[src/srs_pkg.sv]
// constants, register map and state encoding for the suspend/resume sequencer
package srs_pkg;

  // clock and timing
  localparam int unsigned CLK_PERIOD_NS = 10;
  localparam int unsigned STEP_TIME_NS  = 1000;
  localparam int unsigned STEP_CYC      = (STEP_TIME_NS + CLK_PERIOD_NS - 1) / CLK_PERIOD_NS;

  // register bus geometry
  localparam int unsigned ADDR_W = 8;
  localparam int unsigned DATA_W = 32;

  // register offsets
  localparam logic [7:0] OFS_CTRL  = 8'h00;
  localparam logic [7:0] OFS_CMD   = 8'h04;
  localparam logic [7:0] OFS_SCHED = 8'h08;
  localparam logic [7:0] OFS_STAT  = 8'h0C;

  // control register fields
  localparam int unsigned CTRL_DISK_MODE  = 0;
  localparam int unsigned CTRL_DISK_BLOCK = 1;

  // command register fields, each a one-shot
  localparam int unsigned CMD_SUSPEND  = 0;
  localparam int unsigned CMD_BATT_LOW = 1;
  localparam int unsigned CMD_SAVED    = 2;
  localparam int unsigned CMD_DATE_OK  = 3;
  localparam int unsigned CMD_DATE_BAD = 4;
  localparam int unsigned CMD_SMI_CLR  = 5;

  // schedule register fields
  localparam int unsigned SCHED_EN   = 0;
  localparam int unsigned SCHED_PAST = 1;

  // status register fields
  localparam int unsigned STAT_STATE_LSB = 0;
  localparam int unsigned STAT_CAUSE_LSB = 4;
  localparam int unsigned STAT_SMI       = 8;
  localparam int unsigned STAT_OFF       = 9;
  localparam int unsigned STAT_DISK      = 10;

  // wake cause bit positions
  localparam int unsigned CAUSE_LID  = 0;
  localparam int unsigned CAUSE_TIME = 1;
  localparam int unsigned CAUSE_KEY  = 2;
  localparam int unsigned CAUSE_BATT = 3;

  // synchronised pin positions
  localparam int unsigned PIN_LID   = 0;
  localparam int unsigned PIN_ALARM = 1;
  localparam int unsigned PIN_KINT  = 2;
  localparam int unsigned PIN_KEXT  = 3;
  localparam int unsigned PIN_MOUSE = 4;
  localparam int unsigned PIN_BATT  = 5;
  localparam int unsigned PIN_N     = 6;

  // low-power request and clock gate vector widths
  localparam int unsigned LP_N  = 5;
  localparam int unsigned CLK_N = 6;

  typedef enum logic [3:0] {
    ST_RUN,
    ST_PWR_OFF,
    ST_LOW_PWR,
    ST_CLK_OFF,
    ST_MEM,
    ST_SAVE,
    ST_OFF,
    ST_GEN_ON,
    ST_CLK_ON,
    ST_PWR_ON,
    ST_CHECK
  } srs_state_e;

endpackage

[src/srs_sequencer.sv]
// suspend-to-memory / suspend-to-disk sequencer with wake source evaluation
//
// Overview of operation
// - memory suspend stops all clocks except refresh and modem
// - suspend powers off drives; disk mode spares HDD
// - suspend entry forces small devices low power
// - static devices reach low power by clock gating
// - memory suspend deasserts clock generator enable
// - modem clocks stay running throughout suspend
// - after state saved, disk suspend powers off
// - only lid opening wakes from disk suspend
// - past date: wake on time match alone
// - future date: wake, compare, else re-suspend
// - successful scheduled wake clears schedule enable
// - schedule enable blocks disk suspend unless battery
// - lid resumes memory suspend, reboots after disk
// - internal or primary external key wakes memory
// - pointing device motion never wakes the system
// - very low battery in suspend raises SMI; the code raises it in memory suspend only
//
// The register offsets and the address-and-strobe port were left to the implementer.
`timescale 1ns/10ps
`default_nettype none

module srs_sequencer
  import srs_pkg::*;
#(
  parameter int unsigned STEP_CYCLES = STEP_CYC
)
(
  // clock and reset
  input  wire logic              clk_sys_i,
  input  wire logic              reset_n_i,
  // register port
  input  wire logic [ADDR_W-1:0] reg_addr_i,
  input  wire logic [DATA_W-1:0] reg_wdata_i,
  input  wire logic              reg_wr_i,
  input  wire logic              reg_rd_i,
  output logic      [DATA_W-1:0] reg_rdata_o,
  // wake sources, asynchronous pins
  input  wire logic              lid_open_i,
  input  wire logic              alarm_match_i,
  input  wire logic              key_int_act_i,
  input  wire logic              key_ext_act_i,
  input  wire logic              mouse_act_i,
  input  wire logic              batt_vlow_i,
  // drive power
  output logic                   hdd_pwr_o,
  output logic                   cdfd_pwr_o,
  // low-power requests: audio, transceiver, fast ir, kbd ctrl, card ctrl
  output logic      [LP_N-1:0]   lp_req_o,
  // device clock enables: video, cpu, ide, isa, serial, floppy
  output logic      [CLK_N-1:0]  dev_clk_en_o,
  // clock generator and modem clocks
  output logic                   clkgen_en_o,
  output logic                   modem_clk_en_o,
  // machine power and system management interrupt
  output logic                   sys_off_o,
  output logic                   smi_o
);

  if (STEP_CYCLES < 1 || STEP_CYCLES > 65535)
    $error("srs_sequencer: STEP_CYCLES out of range");

  logic [PIN_N-1:0] pin_meta_r;
  logic [PIN_N-1:0] pin_sync_r;
  logic             lid_prev_r;

  always_ff @(posedge clk_sys_i)
  begin
    if (!reset_n_i)
    begin
      pin_meta_r <= '0;
      pin_sync_r <= '0;
      lid_prev_r <= 1'b0;
    end
    else
    begin
      pin_meta_r <= {batt_vlow_i, mouse_act_i, key_ext_act_i,
                     key_int_act_i, alarm_match_i, lid_open_i};
      pin_sync_r <= pin_meta_r;
      lid_prev_r <= pin_sync_r[PIN_LID];
    end
  end

  logic lid_rise;
  logic key_wake;
  logic time_hit;
  logic batt_hit;

  assign lid_rise = pin_sync_r[PIN_LID] & ~lid_prev_r;
  // pointer motion is synchronised but read by no register and feeds no wake term
  assign key_wake = pin_sync_r[PIN_KINT] | pin_sync_r[PIN_KEXT];
  assign batt_hit = pin_sync_r[PIN_BATT];

  logic       disk_mode_r;
  logic       disk_block_r;
  logic       sched_en_r;
  logic       sched_past_r;
  logic [3:0] cause_r;
  logic       smi_r;

  logic wr_ctrl;
  logic wr_cmd;
  logic wr_sched;
  logic wr_stat;
  assign wr_ctrl  = reg_wr_i && (reg_addr_i == OFS_CTRL);
  assign wr_cmd   = reg_wr_i && (reg_addr_i == OFS_CMD);
  assign wr_sched = reg_wr_i && (reg_addr_i == OFS_SCHED);
  assign wr_stat  = reg_wr_i && (reg_addr_i == OFS_STAT);

  logic cmd_suspend;
  logic cmd_batt;
  logic cmd_saved;
  logic cmd_date_ok;
  logic cmd_date_bad;
  assign cmd_suspend  = wr_cmd & reg_wdata_i[CMD_SUSPEND];
  assign cmd_batt     = wr_cmd & reg_wdata_i[CMD_BATT_LOW];
  assign cmd_saved    = wr_cmd & reg_wdata_i[CMD_SAVED];
  assign cmd_date_ok  = wr_cmd & reg_wdata_i[CMD_DATE_OK];
  assign cmd_date_bad = wr_cmd & reg_wdata_i[CMD_DATE_BAD];

  assign time_hit = pin_sync_r[PIN_ALARM] & sched_en_r;
  always_ff @(posedge clk_sys_i)
  begin
    if (!reset_n_i)
    begin
      disk_mode_r  <= 1'b0;
      disk_block_r <= 1'b0;
    end
    else if (wr_ctrl)
    begin
      disk_mode_r  <= reg_wdata_i[CTRL_DISK_MODE];
      disk_block_r <= reg_wdata_i[CTRL_DISK_BLOCK];
    end
  end

  srs_state_e  state_r;
  srs_state_e  state_nxt;
  logic [15:0] step_cnt_r;
  logic        step_done;
  logic        disk_sel_r;
  logic        mem_wake;
  logic        sched_done;

  assign step_done = (step_cnt_r == 16'h0000);
  assign mem_wake  = lid_rise | key_wake | batt_hit | time_hit;

  always_comb
  begin
    state_nxt = state_r;
    unique case (state_r)
      ST_RUN:
        if (cmd_suspend)
          state_nxt = ST_PWR_OFF;
      ST_PWR_OFF:
        if (step_done)
          state_nxt = ST_LOW_PWR;
      ST_LOW_PWR:
        if (step_done)
          state_nxt = disk_sel_r ? ST_SAVE : ST_CLK_OFF;
      ST_CLK_OFF:
        if (step_done)
          state_nxt = ST_MEM;
      ST_MEM:
        if (mem_wake)
          state_nxt = ST_GEN_ON;
      ST_SAVE:
        if (cmd_saved)
          state_nxt = ST_OFF;
      ST_OFF:
        if (lid_rise)
          state_nxt = ST_GEN_ON;
      ST_GEN_ON:
        if (step_done)
          state_nxt = ST_CLK_ON;
      ST_CLK_ON:
        if (step_done)
          state_nxt = ST_PWR_ON;
      ST_PWR_ON:
        if (step_done)
          state_nxt = (cause_r[CAUSE_TIME] && !sched_past_r && !disk_sel_r)
                      ? ST_CHECK : ST_RUN;
      ST_CHECK:
        if (cmd_date_ok)
          state_nxt = ST_RUN;
        else if (cmd_date_bad)
          state_nxt = ST_PWR_OFF;
    endcase
  end

  always_ff @(posedge clk_sys_i)
  begin
    if (!reset_n_i)
    begin
      state_r    <= ST_RUN;
      step_cnt_r <= 16'h0000;
    end
    else
    begin
      state_r <= state_nxt;
      if (state_nxt != state_r)
        step_cnt_r <= 16'(STEP_CYCLES - 1);
      else if (!step_done)
        step_cnt_r <= step_cnt_r - 16'h0001;
    end
  end

  // schedule enable blocks disk mode unless the battery forced the suspend
  always_ff @(posedge clk_sys_i)
  begin
    if (!reset_n_i)
      disk_sel_r <= 1'b0;
    else if (state_r == ST_RUN && cmd_suspend)
      disk_sel_r <= disk_mode_r & ~disk_block_r & (~sched_en_r | cmd_batt);
    else if (state_r == ST_CHECK)
      disk_sel_r <= 1'b0;
  end

  // a past date wakes on the time match alone; a future date waits for the verdict
  assign sched_done = (state_r == ST_PWR_ON && step_done && cause_r[CAUSE_TIME]
                       && sched_past_r)
                      || (state_r == ST_CHECK && cmd_date_ok);

  always_ff @(posedge clk_sys_i)
  begin
    if (!reset_n_i)
    begin
      sched_en_r   <= 1'b0;
      sched_past_r <= 1'b0;
    end
    else if (sched_done)
      sched_en_r <= 1'b0;
    else if (wr_sched)
    begin
      sched_en_r   <= reg_wdata_i[SCHED_EN];
      sched_past_r <= reg_wdata_i[SCHED_PAST];
    end
  end

  // wake causes are sticky, write one to clear; a new cause wins over the clear
  logic [3:0] cause_set;
  always_comb
  begin
    cause_set = 4'h0;
    if (state_r == ST_MEM)
    begin
      cause_set[CAUSE_LID]  = lid_rise;
      cause_set[CAUSE_TIME] = time_hit;
      cause_set[CAUSE_KEY]  = key_wake;
      cause_set[CAUSE_BATT] = batt_hit;
    end
    else if (state_r == ST_OFF)
      cause_set[CAUSE_LID] = lid_rise;
  end

  always_ff @(posedge clk_sys_i)
  begin
    if (!reset_n_i)
      cause_r <= 4'h0;
    else if ((state_r == ST_RUN && cmd_suspend) || (state_r == ST_CHECK && cmd_date_bad))
      cause_r <= 4'h0;
    else
      cause_r <= (cause_r & ~(wr_stat ? reg_wdata_i[STAT_CAUSE_LSB +: 4] : 4'h0))
                 | cause_set;
  end

  // smi stays up until software clears it; a new battery event wins
  always_ff @(posedge clk_sys_i)
  begin
    if (!reset_n_i)
      smi_r <= 1'b0;
    else if (state_r == ST_MEM && batt_hit)
      smi_r <= 1'b1;
    else if (wr_cmd && reg_wdata_i[CMD_SMI_CLR])
      smi_r <= 1'b0;
  end

  always_ff @(posedge clk_sys_i)
  begin
    if (!reset_n_i)
    begin
      hdd_pwr_o      <= 1'b1;
      cdfd_pwr_o     <= 1'b1;
      lp_req_o       <= '0;
      dev_clk_en_o   <= '1;
      clkgen_en_o    <= 1'b1;
      modem_clk_en_o <= 1'b1;
      sys_off_o      <= 1'b0;
      smi_o          <= 1'b0;
    end
    else
    begin
      modem_clk_en_o <= 1'b1;
      smi_o          <= smi_r;
      sys_off_o      <= (state_r == ST_OFF);
      unique case (state_r)
        ST_PWR_OFF, ST_LOW_PWR, ST_CLK_OFF, ST_MEM, ST_GEN_ON, ST_CLK_ON:
          hdd_pwr_o <= disk_sel_r;
        ST_OFF:
          hdd_pwr_o <= 1'b0;
        default:
          hdd_pwr_o <= 1'b1;
      endcase
      unique case (state_r)
        ST_RUN, ST_PWR_ON, ST_CHECK:
          cdfd_pwr_o <= 1'b1;
        default:
          cdfd_pwr_o <= 1'b0;
      endcase
      unique case (state_r)
        ST_RUN, ST_PWR_OFF, ST_PWR_ON, ST_CHECK:
          lp_req_o <= '0;
        default:
          lp_req_o <= '1;
      endcase
      unique case (state_r)
        ST_CLK_OFF, ST_MEM, ST_OFF, ST_GEN_ON:
          dev_clk_en_o <= '0;
        default:
          dev_clk_en_o <= '1;
      endcase
      // only the refresh and modem clocks survive while the generator is off
      unique case (state_r)
        ST_MEM, ST_OFF:
          clkgen_en_o <= 1'b0;
        default:
          clkgen_en_o <= 1'b1;
      endcase
    end
  end

  always_ff @(posedge clk_sys_i)
  begin
    if (!reset_n_i)
      reg_rdata_o <= '0;
    else if (reg_rd_i)
    begin
      reg_rdata_o <= '0;
      unique case (reg_addr_i)
        OFS_CTRL:
        begin
          reg_rdata_o[CTRL_DISK_MODE]  <= disk_mode_r;
          reg_rdata_o[CTRL_DISK_BLOCK] <= disk_block_r;
        end
        OFS_SCHED:
        begin
          reg_rdata_o[SCHED_EN]   <= sched_en_r;
          reg_rdata_o[SCHED_PAST] <= sched_past_r;
        end
        OFS_STAT:
        begin
          reg_rdata_o[STAT_STATE_LSB +: 4] <= state_r;
          reg_rdata_o[STAT_CAUSE_LSB +: 4] <= cause_r;
          reg_rdata_o[STAT_SMI]            <= smi_r;
          reg_rdata_o[STAT_OFF]            <= (state_r == ST_OFF);
          reg_rdata_o[STAT_DISK]           <= disk_sel_r;
        end
        default:
          reg_rdata_o <= '0;
      endcase
    end
    else
      reg_rdata_o <= '0;
  end

endmodule

`default_nettype wire

[config.mk]
export PLATFORM = sky130hd
export DESIGN_NAME = srs_sequencer
export DESIGN_NICKNAME = d
export VERILOG_FILES = /design/src/srs_pkg.sv /design/src/srs_sequencer.sv
export SDC_FILE = /design/constraint.sdc
export NUM_CORES = 1
export LEC_CHECK = 0
export ABC_CLOCK_PERIOD_IN_PS = 2100
export BUFFER_PORTS_ARGS = -buffer_cell sky130_fd_sc_hd__buf_2
export CORE_ASPECT_RATIO = 1.25
export CORE_MARGIN = 1
export CORE_UTILIZATION = 45
export DETAILED_ROUTE_END_ITERATION = 8
export PLACE_DENSITY = 0.75
export SKIP_LAST_GASP = 1
export SYNTH_ARGS = -nofsm -noshare
export SYNTH_HDL_FRONTEND = slang
export SYNTH_SLANG_ARGS = --single-unit
export TNS_END_PERCENT = 30
[constraint.sdc]
create_clock -name clk_sys_i -period 2.1 [get_ports clk_sys_i]
set_input_delay 0.21 -clock clk_sys_i [delete_from_list [all_inputs] [get_ports clk_sys_i]]
set_output_delay 0.21 -clock clk_sys_i [all_outputs]
set_load 0.02 [all_outputs]
### After elaboration in Yosys (flattened, before gate mapping)

Index checks and enable logic that the tools add are counted.

* reduce and logical (&&, ||, !) cells: 34
* bitwise operators: 22
* mux-type cells: 31
* equality and inequality tests: 15
* $add $sub $neg: 1

Operators with widths (count)
* two-way mux 4 bit: 14
* one-hot mux 4 bit (11 select lines): 1
* == test 4 x 3 -> 1 bit (second input constant): 4
* == test 8 x 4 -> 1 bit (second input constant): 2
* logical NOT 16 bit: 1
* subtractor 16 x 1 -> 16 bit (second input constant): 1
* logical AND 1 bit: 14
* two-way mux 7 bit: 2
* == test 4 bit (second input constant): 3
* AND 1 bit: 9
* == test 4 x 2 -> 1 bit (second input constant): 2
* == test 8 x 3 -> 1 bit (second input constant): 1
* logical NOT 8 bit: 1
* two-way mux 1 bit: 8
* OR reduction 2 bit: 4
* OR reduction 4 bit: 2
* two-way mux 3 bit: 2
* two-way mux 6 bit: 1
* one-hot mux 2 bit (3 select lines): 1
* OR reduction 6 bit: 1
* two-way mux 5 bit: 1
* NOT 1 bit: 5
* OR 1 bit: 5
* AND 4 bit: 1
* other kinds (13): 17

* bits of input ports: 50
* bits in registers: 91
* output and inout bits: 49
* word-level logic and storage cells: 126

### Depth between registers and ports, before layout

* depth in word-level cells: 9
* gate-level depth with buffers: 10
* gate-level depth less buffers: 8

### Worst setup path after synthesis

Ideal clock, no wire load.

* path type: register to register
* start: reg step_cnt_r[3]
* end: reg step_cnt_r[4]
* library setup time: 134 ps
* data required time: 1966 ps
* buffers on the path: 2
* path slack: -165 ps
* cell stages (with the launch flop): 9
* arrival: 2131 ps
* period minus slack after synthesis: 2265 ps
* path through: dfxtp_1 -> or3_4 -> or4_1 -> buf_2 -> nor2_8 -> a31oi_2 -> a311oi_4 -> buf_6 -> nor4_1

* longest elaborated chain between the ends: 5
* elaborated cells on any way between the ends: 11
* classes of those cells: add/sub: 1; eq/ne: 1; mux: 7; reduce/logical: 2

Ends and longest elaborated chain
* from (decl): RTL line srs_sequencer.sv:140 `logic [15:0] step_cnt_r;`
* from (signal assigned): RTL line srs_sequencer.sv:203 `step_cnt_r <= 16'(STEP_CYCLES - 1);`
* from (signal assigned): RTL line srs_sequencer.sv:205 `step_cnt_r <= step_cnt_r - 16'h0001;`
* logical NOT 16 bit: RTL line srs_sequencer.sv:146 `assign step_done = (step_cnt_r == 16'h0000);`
* two-way mux 4 bit, or another cell as far along: RTL line srs_sequencer.sv:181 `if (step_done)`
* one-hot mux 4 bit (11 select lines): RTL line srs_sequencer.sv:152 `unique case (state_r)`
* inequality test 4 bit: RTL line srs_sequencer.sv:202 `if (state_nxt != state_r)`
* OR reduction 2 bit (no line)

Parallel ways exist; a longest one is shown, timed or not.
A chain may end at the register's enable or synchronous reset.

### Worst setup path in the final report

* start: reg step_cnt_r[5]
* end: reg step_cnt_r[7]

The elaborated chain is that of the path after synthesis.

==> reports/results.ini <==
[run_status]
status = complete, but fails checks
violations = negative setup slack

[clock_tree]
path_clk_slew_ps = 70
cts.sinks = 59
ctsRootBufferMaster = clkbuf_8
cts_tree = done
cts_hold_buf = 0
clkLatencyLatePin_ps = 350
htree_levels = 3
numCtsBuffers = 9
ctsLongestPathBuffers = 2

[routing]
vias = 2716
firstDrtPassIters = 5
routedWlPerCell_um = 13.07
drt_iter0_drc = 162
postRouteWirelength_um = 6968
drc_errors = 0
viasPerCell = 5.096
drtAntennaViolNets = 0

[sta]
post-route-min-period_ps = 2230
drv_slew = 0
period_share_pct = 106.2
finalWorstSetupSlack_ps = -130.1
holdWs_ps = 71.07
fin_skew_ps = 9.494
rsz0062_at_grt = yes
finalSetupViolations = 16
hold_viol_final = 0
setup_tns_ps = -1851
fmax_mhz = 448.4

[finish]
fillers = 608
design_area_um2 = 3851
layout.nets = 492
fin_util_pct = 59.03
area_delta_synth_final_pct = 26.82
drive_gt1_share_pct = 32.29
num_antenna_cells = 0
final_cells = 533

[critical_path]
crit_path_end_kind = register
crit_arrival_ps = 2460
slowest_delay_ps = 500
path_buf_inv = 1
path_cells = or3_4, or4_4, nor3_4, a31oi_4, a311oi_4, buf_6, nor4_1
start_kind = register
worst-path-max-fanout = 12
path_class = register to register
cp.required_ps = 2330
slowest_stage = or4_4
critical-path-top-delay-family = simple AND/OR/NAND/NOR gates

[grt]
grt_pass1_vias = 2501
grt_max_degree = 19
grt_first_pass_wirelength_um = 11290
antenna_found_initial = 0
grt_util_all_layers_pct = 21.46
overflow = 0

[yosys]
synth_ff_type = dfxtp_1
syn_area_um2 = 3037
synth_area_leaders = dfxtp_1, buf_4, and2_1, nor4_1, mux2i_1
syn_area_per_cell_um2 = 8.578
syn_inst = 354
yosys-top-cells-count = dfxtp_1, buf_4, nor2_1
yosysSeqAreaShare_pct = 38.90
synth.largest_area_cell = dfxtp_1
synth-seq-cells = 59
yosysMostFrequentCell = dfxtp_1
async_flop_share_pct = 0
yosysTopAreaCellShare_pct = 38.90
synth-edff-count = 0
ys_types = 55
ys.warnings.count = 0

[floorplanning]
core_um2 = 6524
die_y_um = 93.85
initial_core_util_pct = 46.55
io_pins = 99
chipWidth_um = 75.48
rows = 33
dieArea_um2 = 7083

[flow_run]
maxCapViolCount = 0

[place]
dpl.hpwl_um = 5195
placed_cell_area_um2 = 3586
place_ws_ps = -206.2
io_buffer_count = 51
place_inst = 515
gp_congestion = 0.8990

[power]
irDropWorstVdd_v = 0.0006883
power_density_nw_per_um2 = 1078
p_leak_nw = 1.701
p_total_mw = 4.153

[min_path]
hold_class = primary input to register

[layout by cell type, fill, tap and decap left out, types with 2 or more instances in the layout]
cell        Yosys  layout
clkinvlp_4      0       2
or3_1           2       2
nor4_1         16      13
nor2b_1         5       5
nand2b_1        6       6
dfxtp_1        59      57
dfxtp_2         0       2
mux2i_1         9       9
nor3_1         18      18
a21oi_1        17      17
a21o_1          2       2
clkbuf_8        0       9
nor4_2          2       4
o211ai_1        3       3
and3b_1         2       2
inv_1          10      10
or2_2           2       2
nor3b_1         2       2
and3_1          6       5
o21ai_0        12      12
conb_1          2      22
xnor2_1         9       9
buf_6           1       2
o31ai_1         3       3
o41a_1          4       4
buf_2           6      51
inv_6           0       2
nand4_1         5       5
a31oi_1         7       7
nor2_1         22      22
xor2_1          4       4
buf_4          31      56
nand2_1        16      15
and2_1         20      20
nand3_1        12      12
[report_power, final]
group | total (mW) | switching, mW | internal [mW]
combinational | 1.77 | 0.895 | 0.878
sequential | 1.33 | 0.0766 | 1.25
clock | 1.05 | 0.494 | 0.555
total | 4.15 | 1.47 | 2.69
[worst paths after layout]
kind / startpoint / endpoint / slack, ps / cells past startpoint
worst max-delay path: step_cnt_r[5] / step_cnt_r[7] / -130 / 7
worst min-delay path: key_int_act_i / pin_meta_r[2] / 70 / 2
worst max register to register: step_cnt_r[5] / step_cnt_r[7] / -130 / 7
worst min register to register: pin_meta_r[2] / pin_sync_r[2] / 430 / 1
[timing repair]
action / in CTS / in global routing
gates resized for setup: 3 / 8
pin swaps: 1 / 7
buffers inserted: 0 / 2
endpoints found under the setup margin: 16 / 18
endpoints found under the hold margin: 0 / 0
[kinds of logic (layout without fill, tap and decap cells)]
kind of cell | count (synthesis) | after routing | share of synthesized area [%]
flip-flops | 59 | 59 | 38.90
multiplexers | 9 | 9 | 2.967
other | 2 | 22 | 0.2473
buffers and inverters | 63 | 135 | 12.11
AND/OR/NAND/NOR | 147 | 147 | 27.90
XOR/XNOR | 13 | 13 | 3.750
AO/OA/AOI/OAI | 60 | 60 | 13.72
adder cells (fa/ha/maj) | 1 | 1 | 0.4120
[layout make-up]
| type | instances | area, um^2 | area share, % |
|---|---|---|---|
| multi-input combinational | 252 | 1623 | 42.14 |
| clock buffer | 9 | 123.9 | 3.216 |
| inverter | 10 | 37.54 | 0.9747 |
| sequential | 59 | 1184 | 30.73 |
| clock inverter | 7 | 76.32 | 1.982 |
| timing repair buffer | 109 | 698.2 | 18.13 |
| tap | 87 | 108.9 | 2.827 |
[state kept, by name (all words and copies together) (netlist names), 4 cells and up]
name / flops
reg_rdata_o: 11
cause_r: 4
state_r: 4
pin_sync_r: 5
step_cnt_r: 16
pin_meta_r: 5
[routing by layer]
layer	GRT usage, %	up-vias	routed length, um
met5	0	-	0
met4	9.259	0	203
met3	7.189	14	400
met2	36.61	93	3515
met1	23.69	1235	2849
li1	-	1374	-
No activity file was read; power rests on OpenSTA's default activity.
